--- config.mk ---
export PLATFORM = sky130hd
export DESIGN_NAME = trd_read_path
export DESIGN_NICKNAME = d
export VERILOG_FILES = /design/src/core/trd_pkg.sv /design/src/core/trd_read_path.sv
export SDC_FILE = /design/constraint.sdc
export NUM_CORES = 1
export LEC_CHECK = 0
export BUFFER_PORTS_ARGS = -buffer_cell sky130_fd_sc_hd__buf_2
export CORE_MARGIN = 2
export CORE_UTILIZATION = 60
export DETAILED_ROUTE_END_ITERATION = 8
export PLACE_DENSITY = 0.89
export RECOVER_POWER = 25
export SKIP_LAST_GASP = 1
export SLEW_MARGIN = 20
export SYNTH_ARGS = -nofsm -noshare
export SYNTH_HDL_FRONTEND = slang
export SYNTH_SLANG_ARGS = --single-unit
--- constraint.sdc ---
create_clock -name clk_i -period 7.7 [get_ports clk_i]
set_input_delay 0.385 -clock clk_i [delete_from_list [all_inputs] [get_ports clk_i]]
set_output_delay 0.385 -clock clk_i [all_outputs]
set_load 0.05 [all_outputs]
--- src/core/trd_pkg.sv ---
// Constants shared by the tape read deskew and buffer path
package trd_pkg;
  localparam int CHANS = 9;
  localparam int PW_W = 6;
  localparam int BC_W = 5;
  localparam int DK_W = 5;
  // Pulses shorter than this many nanoseconds are noise spikes
  localparam int SPIKE_NS = 64;
  localparam int CLK_NS = 8;
  localparam logic [PW_W-1:0] SPIKE_MIN =
    PW_W'((SPIKE_NS + CLK_NS - 1) / CLK_NS);
  localparam logic [BC_W-1:0] BC_END_ONE = 5'h1d;
  localparam logic [BC_W-1:0] BC_END_ZERO = 5'h1f;
  // Window in which one character's bits are gathered
  localparam int ASM_NS = 400;
  localparam logic [7:0] ASM_CYC = 8'((ASM_NS + CLK_NS - 1) / CLK_NS);
  localparam int BUF_DEPTH = 8;
  localparam int BUF_AW = 3;
  localparam logic [BUF_AW:0] CALL_WR_MAX = 4'h4;
  localparam logic [BUF_AW:0] CALL_RD_MIN = 4'h5;
  localparam logic [BUF_AW:0] OCC_ONE = 4'h1;
  typedef enum logic [1:0] {
    TRD_ASM_IDLE = 2'b00,
    TRD_ASM_GATHER = 2'b01,
    TRD_ASM_LOAD = 2'b10,
    TRD_ASM_CLEAR = 2'b11
  } trd_asm_e;
endpackage : trd_pkg

--- src/core/trd_read_path.sv ---
// Tape read deskew, character assembly, checking and eight-byte buffer
//
// Contract
// - Nine parallel read lines carry eight data bits plus parity.
// - Read handling only while sequencer sits in transfer state.
// - Per-channel width counter starts on rise, drops spikes, counts bits.
// - On fall, width count stops and passes to crowding counter.
// - Crowding counter loads half the received width count.
// - Crowding hand-off at 29 if previous bit one, 31 if zero.
// - Hand-off starts channel deskew counter feeding its comparator.
// - Comparator fires at configured skew, setting the assembly bit.
// - First of nine ORed comparator hits starts the assembly period.
// - Period end loads read register, then a separate clear pulse.
// - Assembly register stays clear until next comparator hit.
// - Parity checker flags every wrong read register character.
// - Normal read records parity errors in error pattern register.
// - Correction read repairs failing channel; parity goes on bus.
// - Read-after-write check character verified in error pattern reg.
// - Internal bus has nine read and nine write paths.
// - Buffer timing starts with first character of a record.
// - Each address counter steps per timing pulse, stepping occupancy.
// - Occupancy counts up per store, down per removal.
// - Service call at four or less writing, five or more reading.
// - Eight-character buffer, read by address without a clock.
// - Write register reused in reads for check character and track.
// - Each strobe answered by acknowledge moving one byte.
// - End-data asserted in the subcycle moving the last byte.
// - Disconnect after subcycle where end-service is seen.
`timescale 1ns/1ps

module trd_char_fifo #(
  parameter int WIDTH = 9,
  parameter int DEPTH = 8,
  parameter int AW = 3
) (
  input wire logic clk_i,
  input wire logic sys_rst_i,
  input wire logic in_valid_i,
  output logic in_ready_o,
  input wire logic [WIDTH-1:0] in_data_i,
  output logic out_valid_o,
  input wire logic out_ready_i,
  output logic [WIDTH-1:0] out_data_o,
  output logic [AW:0] count_o
);
  logic [WIDTH-1:0] mem_q [DEPTH];
  logic [WIDTH-1:0] mem_d [DEPTH];
  logic [AW-1:0] wr_ptr_q, wr_ptr_d, rd_ptr_q, rd_ptr_d;
  logic [AW:0] cnt_q, cnt_d;
  logic push, pop;

  assign in_ready_o = (cnt_q != (AW+1)'(DEPTH));
  assign out_valid_o = (cnt_q != '0);
  // No clock needed to read: the read pointer selects the entry
  assign out_data_o = mem_q[rd_ptr_q];
  assign count_o = cnt_q;
  assign push = in_valid_i & in_ready_o;
  assign pop = out_valid_o & out_ready_i;

  always_comb begin
    mem_d = mem_q;
    wr_ptr_d = wr_ptr_q;
    rd_ptr_d = rd_ptr_q;
    cnt_d = cnt_q;
    if (push) begin
      mem_d[wr_ptr_q] = in_data_i;
      wr_ptr_d = wr_ptr_q + AW'(1);
    end
    if (pop) begin
      rd_ptr_d = rd_ptr_q + AW'(1);
    end
    if (push && !pop) begin
      cnt_d = cnt_q + (AW+1)'(1);
    end else if (pop && !push) begin
      cnt_d = cnt_q - (AW+1)'(1);
    end
  end

  always_ff @(posedge clk_i) begin
    if (sys_rst_i) begin
      wr_ptr_q <= '0;
      rd_ptr_q <= '0;
      cnt_q <= '0;
      for (int i = 0; i < DEPTH; i++) begin
        mem_q[i] <= '0;
      end
    end else begin
      mem_q <= mem_d;
      wr_ptr_q <= wr_ptr_d;
      rd_ptr_q <= rd_ptr_d;
      cnt_q <= cnt_d;
    end
  end
endmodule : trd_char_fifo

module trd_read_path (
  input wire logic clk_i,
  input wire logic sys_rst_i,
  input wire logic transfer_state_i,
  input wire logic read_mode_i,
  input wire logic correct_mode_i,
  input wire logic raw_mode_i,
  input wire logic [8:0] tape_line_i,
  input wire logic [44:0] skew_cfg_i,
  input wire logic record_end_i,
  input wire logic tape_take_i,
  output logic [8:0] tape_char_o,
  output logic tape_char_valid_o,
  output logic service_request_strobe_o,
  input wire logic service_ack_i,
  input wire logic [8:0] io_processor_data_i,
  output logic [8:0] io_processor_data_o,
  output logic end_data_o,
  input wire logic end_service_i,
  output logic parity_err_o,
  output logic [8:0] error_pattern_o,
  output logic check_char_err_o,
  output logic overrun_o
);
  localparam int N = trd_pkg::CHANS;

  logic [N-1:0] meta_q, sync_q, prev_q;
  logic [N-1:0] hit;
  logic [N-1:0] rr_q, rr_d;
  logic [N-1:0] asm_q, asm_d;
  trd_pkg::trd_asm_e asm_st_q, asm_st_d;
  logic [7:0] per_q, per_d;
  logic rr_new_q, rr_new_d;
  logic active;

  // Pins cross into the master clock through two flops
  always_ff @(posedge clk_i) begin
    if (sys_rst_i) begin
      meta_q <= '0;
      sync_q <= '0;
      prev_q <= '0;
    end else begin
      meta_q <= tape_line_i;
      sync_q <= meta_q;
      prev_q <= sync_q;
    end
  end

  assign active = transfer_state_i & read_mode_i;

  for (genvar c = 0; c < N; c++) begin : g_chan
    logic [trd_pkg::PW_W-1:0] pw_q, pw_d;
    logic [trd_pkg::BC_W-1:0] bc_q, bc_d;
    logic [trd_pkg::DK_W-1:0] dk_q, dk_d;
    logic pw_run_q, pw_run_d, bc_run_q, bc_run_d, dk_run_q, dk_run_d;
    logic hit_d, hit_q;
    logic [trd_pkg::DK_W-1:0] skew;
    logic [trd_pkg::BC_W-1:0] bc_end;

    assign skew = skew_cfg_i[c*trd_pkg::DK_W +: trd_pkg::DK_W];
    // Bit-crowding target depends on the last bit of this channel
    assign bc_end = rr_q[c] ? trd_pkg::BC_END_ONE
                            : trd_pkg::BC_END_ZERO;
    assign hit[c] = hit_q;

    always_comb begin
      pw_d = pw_q;
      pw_run_d = pw_run_q;
      bc_d = bc_q;
      bc_run_d = bc_run_q;
      dk_d = dk_q;
      dk_run_d = dk_run_q;
      hit_d = 1'b0;
      if (sync_q[c] && !prev_q[c]) begin
        pw_d = '0;
        pw_run_d = 1'b1;
      end else if (pw_run_q && sync_q[c]) begin
        // Saturate so a stuck line cannot wrap to a short count
        if (pw_q != '1) begin
          pw_d = pw_q + trd_pkg::PW_W'(1);
        end
      end else if (pw_run_q && !sync_q[c]) begin
        pw_run_d = 1'b0;
        if (pw_q < trd_pkg::SPIKE_MIN) begin
          pw_d = '0;
        end else begin
          bc_d = trd_pkg::BC_W'(pw_q >> 1);
          bc_run_d = 1'b1;
        end
      end
      if (bc_run_q) begin
        if (bc_q >= bc_end) begin
          bc_run_d = 1'b0;
          dk_d = '0;
          dk_run_d = 1'b1;
        end else begin
          bc_d = bc_q + trd_pkg::BC_W'(1);
        end
      end
      if (dk_run_q) begin
        if (dk_q == skew) begin
          hit_d = 1'b1;
          dk_run_d = 1'b0;
        end else begin
          dk_d = dk_q + trd_pkg::DK_W'(1);
        end
      end
      if (!active) begin
        pw_run_d = 1'b0;
        bc_run_d = 1'b0;
        dk_run_d = 1'b0;
        hit_d = 1'b0;
      end
    end

    always_ff @(posedge clk_i) begin
      if (sys_rst_i) begin
        pw_q <= '0;
        bc_q <= '0;
        dk_q <= '0;
        pw_run_q <= 1'b0;
        bc_run_q <= 1'b0;
        dk_run_q <= 1'b0;
        hit_q <= 1'b0;
      end else begin
        pw_q <= pw_d;
        bc_q <= bc_d;
        dk_q <= dk_d;
        pw_run_q <= pw_run_d;
        bc_run_q <= bc_run_d;
        dk_run_q <= dk_run_d;
        hit_q <= hit_d;
      end
    end
  end

  // Assembly window and the two-step load then clear
  always_comb begin
    asm_st_d = asm_st_q;
    per_d = per_q;
    rr_d = rr_q;
    rr_new_d = 1'b0;
    asm_d = asm_q | hit;
    unique case (asm_st_q)
      trd_pkg::TRD_ASM_IDLE: begin
        if (|hit) begin
          asm_st_d = trd_pkg::TRD_ASM_GATHER;
          per_d = 8'h01;
        end
      end
      trd_pkg::TRD_ASM_GATHER: begin
        per_d = per_q + 8'h01;
        if (per_q >= trd_pkg::ASM_CYC) begin
          asm_st_d = trd_pkg::TRD_ASM_LOAD;
        end
      end
      trd_pkg::TRD_ASM_LOAD: begin
        rr_d = asm_q;
        rr_new_d = 1'b1;
        asm_st_d = trd_pkg::TRD_ASM_CLEAR;
      end
      trd_pkg::TRD_ASM_CLEAR: begin
        // A new hit in the clear cycle is kept: set wins
        asm_d = hit;
        asm_st_d = (|hit) ? trd_pkg::TRD_ASM_GATHER
                          : trd_pkg::TRD_ASM_IDLE;
        per_d = 8'h01;
      end
    endcase
    if (!active) begin
      asm_st_d = trd_pkg::TRD_ASM_IDLE;
      asm_d = '0;
      rr_new_d = 1'b0;
    end
  end

  always_ff @(posedge clk_i) begin
    if (sys_rst_i) begin
      asm_st_q <= trd_pkg::TRD_ASM_IDLE;
      per_q <= '0;
      asm_q <= '0;
      rr_q <= '0;
      rr_new_q <= 1'b0;
    end else begin
      asm_st_q <= asm_st_d;
      per_q <= per_d;
      asm_q <= asm_d;
      rr_q <= rr_d;
      rr_new_q <= rr_new_d;
    end
  end

  // Checking, correction and both halves of the internal bus
  logic perr;
  logic [N-1:0] bus_rd, bus_wr;
  logic [N-1:0] epr_q, epr_d, wreg_q, wreg_d;
  logic perr_q, perr_d, ck_err_q, ck_err_d, ovr_q, ovr_d;
  logic rec_q, rec_d;

  assign perr = ~(^rr_q);
  // In correction mode the stored track mask flips the bad bit
  assign bus_rd = (correct_mode_i && perr) ? (rr_q ^ epr_q)
                                           : rr_q;
  assign bus_wr = io_processor_data_i;

  always_comb begin
    epr_d = epr_q;
    wreg_d = wreg_q;
    perr_d = perr_q;
    ck_err_d = ck_err_q;
    if (rr_new_q) begin
      perr_d = perr;
      if (raw_mode_i) begin
        epr_d = epr_q ^ rr_q;
      end else if (!correct_mode_i && perr) begin
        epr_d = epr_q ^ rr_q;
      end
      wreg_d = wreg_q ^ bus_rd;
    end
    if (record_end_i && active) begin
      ck_err_d = raw_mode_i ? (epr_q != '0)
                            : (wreg_q != '0);
      wreg_d = '0;
    end
    if (!transfer_state_i) begin
      wreg_d = '0;
    end
  end

  always_ff @(posedge clk_i) begin
    if (sys_rst_i) begin
      epr_q <= '0;
      wreg_q <= '0;
      perr_q <= 1'b0;
      ck_err_q <= 1'b0;
    end else begin
      epr_q <= epr_d;
      wreg_q <= wreg_d;
      perr_q <= perr_d;
      ck_err_q <= ck_err_d;
    end
  end

  // Buffer timing and the processor service subcycles
  logic f_in_valid, f_in_ready, f_out_valid, f_out_ready;
  logic [N-1:0] f_in_data, f_out_data;
  logic [trd_pkg::BUF_AW:0] occ;
  logic call, conn_q, conn_d, timing_q, timing_d, last;
  logic [N-1:0] out_q, out_d;

  assign f_in_valid = read_mode_i ? (rr_new_q & timing_d)
                                  : (conn_q & service_ack_i
                                     & transfer_state_i);
  assign f_in_data = read_mode_i ? bus_rd : bus_wr;
  assign f_out_ready = read_mode_i ? (conn_q & service_ack_i)
                                   : tape_take_i;
  assign last = read_mode_i & rec_q & (occ == trd_pkg::OCC_ONE);
  always_comb begin
    if (read_mode_i) begin
      call = (occ >= trd_pkg::CALL_RD_MIN) | (rec_q & f_out_valid);
    end else begin
      call = (occ <= trd_pkg::CALL_WR_MAX);
    end
  end

  assign service_request_strobe_o = conn_q & transfer_state_i & call;
  assign end_data_o = service_request_strobe_o & last;
  assign io_processor_data_o = f_out_data;
  assign tape_char_o = out_q;
  assign tape_char_valid_o = f_out_valid & ~read_mode_i;
  assign parity_err_o = perr_q;
  assign error_pattern_o = epr_q;
  assign check_char_err_o = ck_err_q;
  assign overrun_o = ovr_q;

  always_comb begin
    conn_d = conn_q;
    timing_d = timing_q;
    rec_d = rec_q;
    ovr_d = ovr_q;
    out_d = f_out_valid ? f_out_data : out_q;
    if (rr_new_q && active) begin
      timing_d = 1'b1;
    end
    if (record_end_i && active) begin
      rec_d = 1'b1;
    end
    if (f_in_valid && !f_in_ready) begin
      ovr_d = 1'b1;
    end
    if (service_request_strobe_o && service_ack_i && end_service_i) begin
      conn_d = 1'b0;
    end
    if (!transfer_state_i) begin
      conn_d = 1'b1;
      timing_d = 1'b0;
      rec_d = 1'b0;
      ovr_d = 1'b0;
    end
  end

  always_ff @(posedge clk_i) begin
    if (sys_rst_i) begin
      conn_q <= 1'b1;
      timing_q <= 1'b0;
      rec_q <= 1'b0;
      ovr_q <= 1'b0;
      out_q <= '0;
    end else begin
      conn_q <= conn_d;
      timing_q <= timing_d;
      rec_q <= rec_d;
      ovr_q <= ovr_d;
      out_q <= out_d;
    end
  end

  trd_char_fifo #(
    .WIDTH(N),
    .DEPTH(trd_pkg::BUF_DEPTH),
    .AW(trd_pkg::BUF_AW)
  ) u_buf (
    .clk_i(clk_i),
    .sys_rst_i(sys_rst_i),
    .in_valid_i(f_in_valid),
    .in_ready_o(f_in_ready),
    .in_data_i(f_in_data),
    .out_valid_o(f_out_valid),
    .out_ready_i(f_out_ready),
    .out_data_o(f_out_data),
    .count_o(occ)
  );
endmodule : trd_read_path
==> impl_metrics.tcl <==
set metrics [dict create \
    run_status "finished with violations" \
    failed_checks "max-capacitance violations, max-slew violations" \
    capturing_element_type_of_the_critical_path "flop" \
    drc_errors 0 \
    tritoncts "done" \
    setup.worst_path.start_class "input port" \
    global_route.usage.total_pct 26.2 \
    core_footprint_um2 27000 \
    clkSinkCount 350 \
    ff_latch_area_um2 7010 \
    synth_enable_flop_cells 0 \
    ctsRootBufferMaster "clkbuf_16" \
    multi_input_area_um2 9080 \
    timing.final.hold_violations 0 \
    post_synthesis_cell_count 1895 \
    number_of_global_route_vias_before_repair 13600 \
    critical-path-max-stage-delay_ns 2.50 \
    min_path_cells 2 \
    row_count 60 \
    route.final.wire_length_um 38100 \
    max_cap_violations 3 \
    fin_skew_ns 0.0251 \
    synth.yosys.seq_area_share_pct 42.5 \
    buffer_ports.inserted 105 \
    drt-initial-drc-count 1077 \
    ys_async_sr_fraction_pct 0 \
    synth_fp_nets 2016 \
    dpl_cell_area_um2 17200 \
    final_min_period_over_clock_period_pct 57.9 \
    fp.dieW_um 170 \
    grt_start_max_net_pins 108 \
    fin_tns_setup_ns 0 \
    finalPower_mw 4.11 \
    synthesis.area_per_instance_um2 8.69 \
    final_core_util_pct 68.8 \
    cts_hold_buffers 0 \
    grt_remaining_overflow 0 \
    grt_setup_unrepaired "no" \
    synthesis.area_um2 16500 \
    number_of_distinct_library_cell_variants_in_the_gate_level_netlist_after_synthesis 65 \
    post_cts_resized 0 \
    net_count_reported_at_finish 2101 \
    floorplan.die_area_um2 28800 \
    cpLargestDelayFamily "buffers and inverters" \
    design_area_um2 18500 \
    hpwlAfterDp_um 25300 \
    tritoncts_buffer_count 37 \
    critPathSlowestCell "clkbuf_1" \
    power-per-cell-area_nw_per_um2 222 \
    start_util_pct 61.1 \
    tightest_slew_ns 3.49 \
    wl_per_cell_um 16.2 \
    worst-r2r-cell-count 11 \
    timing.final.crit_period_ns 4.46 \
    timing.max_slew.rel_slack_pct -133 \
    final.fill_count 1951 \
    setup_slack_ns 3.24 \
    timing.hold.worst_endpoint "meta_q[8]" \
    clock_insertion_delay_worst_skew_ns 0.53 \
    pin_count 106 \
    chipHeight_um 170 \
    drtPass1Iterations 7 \
    hold_path.startpoint "tape_line_i[8]" \
    drive_gt1_share_pct 11.1 \
    r2r_end "u_buf.count_o[3]" \
    slew_viol_final 146 \
    antenna_violating_nets_post_route 0 \
    regToRegStartpoint "u_buf.count_o[0]" \
    static-leakage-power_nw 6.80 \
    dpl_worst_slack_ns 4.50 \
    signed_area_change_from_the_synthesized_netlist_to_the_final_layout_pct 12.5 \
    required_ns 8.10 \
    global_route_wire_length_before_repair_um 63600 \
    worstPathArrival_ns 4.86 \
    critPathBufInv 3 \
    max-clock-path-buffers 3 \
    cts_setup_buffers 0 \
    crit_chain "buf_6 -> clkbuf_1 -> buf_4 -> a21o_1 -> o21bai_1 -> nor2_1" \
    setup_violations 0 \
    crit_fanout 107 \
    clock.fmax_mhz 224 \
    via_per_inst 6.02 \
    irDropWorstVdd_uv 169 \
    yosys_most_used_dff "dfxtp_1" \
    cts.clk_slew.worst_paths_ns 0.06 \
    gp_routability_congestion 0.879 \
    timing.setup.critical_path_class "in -> reg" \
    r2r_slack_ns 4.46 \
    synth_warnings 0 \
    detailroute.via_count 14100 \
    number_of_antenna_violations_at_the_first_check_in_global_routing 1 \
    worstHoldPathType "in -> reg" \
    cts-htree-levels 2 \
    yosys_register_bits 350 \
]
==> layout make-up <==
cell class,instances,share of cell area (%)
repair buffers,114,3.07
diodes,1,0.0135
well taps,341,2.30
inverters,43,0.871
clock buffers,54,5.99
flip-flops and latches,350,37.8
clock inverters,13,0.925
multi-input cells,1434,49.0
==> report_power, final <==
group | switching [mW] | internal [mW] | total [mW]
clock | 0.728 | 1.11 | 1.83
sequential | 0.0364 | 1.84 | 1.88
combinational | 0.245 | 0.151 | 0.396
==> cells in the final DEF, fill, tap and decap left out, types with 13 or more instances in the layout <==
cell and instances:
a211oi_1 72, a21oi_1 141, a31oi_1 20, and2_1 13, and3_1 21, buf_2 82
clkbuf_1 28, clkbuf_16 37, dfxtp_1 350, ha_1 48, inv_1 41, mux2i_1 33
mux4_2 18, nand2_1 124, nand2b_1 43, nand3_1 92, nand4_1 26, nor2_1 293
nor2b_1 71, nor3_1 21, nor4_1 15, o211ai_1 19, o21ai_0 74, or3_1 41
xnor2_1 40, xor2_1 60
==> cells in the mapped netlist (15+ instances only) <==
cell      instances  area share (%)
mux2i_1          33             2.0
xnor2_1          40             2.1
nand2b_1         43             1.6
ha_1             48             3.6
and3_1           21            0.80
dfxtp_1         350              43
o21ai_0          76             2.3
a31oi_1          20            0.76
or3_1            41             1.6
nor2b_1          71             2.7
nand4_1          26            0.99
a211oi_1         72             3.3
mux4_2           18             2.5
o211ai_1         19            0.87
nor3_1           21            0.64
nand2_1         124             2.8
a21oi_1         141             4.3
clkbuf_1         50             1.1
xor2_1           60             3.2
nor4_1           15            0.57
nor2_1          294             6.7
inv_1            41            0.93
nand3_1          92             2.8
==> cells by family after synthesis <==
kind of cell	Yosys count	synth area share, %
adders and majority gates	48	3.65
xor gates and xnor gates	101	5.46
DFF	350	42.5
buffers and inverters	111	2.72
and+or+nand+nor	799	23.5
AOI/OAI and AO/OA	423	16.8
muxes	63	5.29
==> stage by stage <==
step | hold WS [ns] | cells
6_report | 0.0799 | 2350
5_1_grt | 0.0789 | 2349
4_1_cts | 0.0677 | 2348
3_5_place_dp | 0.425 | 2281
3_3_place_gp | 0.419 | 2281
2_1_floorplan | 0.414 | 1895
==> per-layer routing <==
metal,GRT usage (%),vias to the layer above,wire (um)
met1,31.8,6677,16000
met5,0,-,0
met3,3.66,114,1850
met2,46.7,428,18900
met4,10.4,0,1290
li1,-,6926,-
==> registers in the layout (all words and copies together), names as in the netlist, 45 cells and up <==
| name | count |
|---|---|
| u_buf.mem_q | 72 |
| g_chan.bc_q | 45 |
| g_chan.dk_q | 45 |
| g_chan.pw_q | 54 |
==> worst max path at each step <==
| stage | from | to | cells past startpoint |
|---|---|---|---|
| 4_1_cts | u_buf.count_o[0] | u_buf.count_o[3] | 11 |
| 2_1_floorplan | read_mode_i | end_data_o | 5 |
| 5_1_grt | sys_rst_i | g_chan[8].pw_q[4] | 6 |
| 6_report | sys_rst_i | g_chan[4].pw_q[4] | 6 |
| 3_5_place_dp | u_buf.count_o[0] | u_buf.count_o[3] | 11 |
| 3_3_place_gp | u_buf.count_o[0] | u_buf.count_o[3] | 11 |
(Power assumes the default switching activity.)
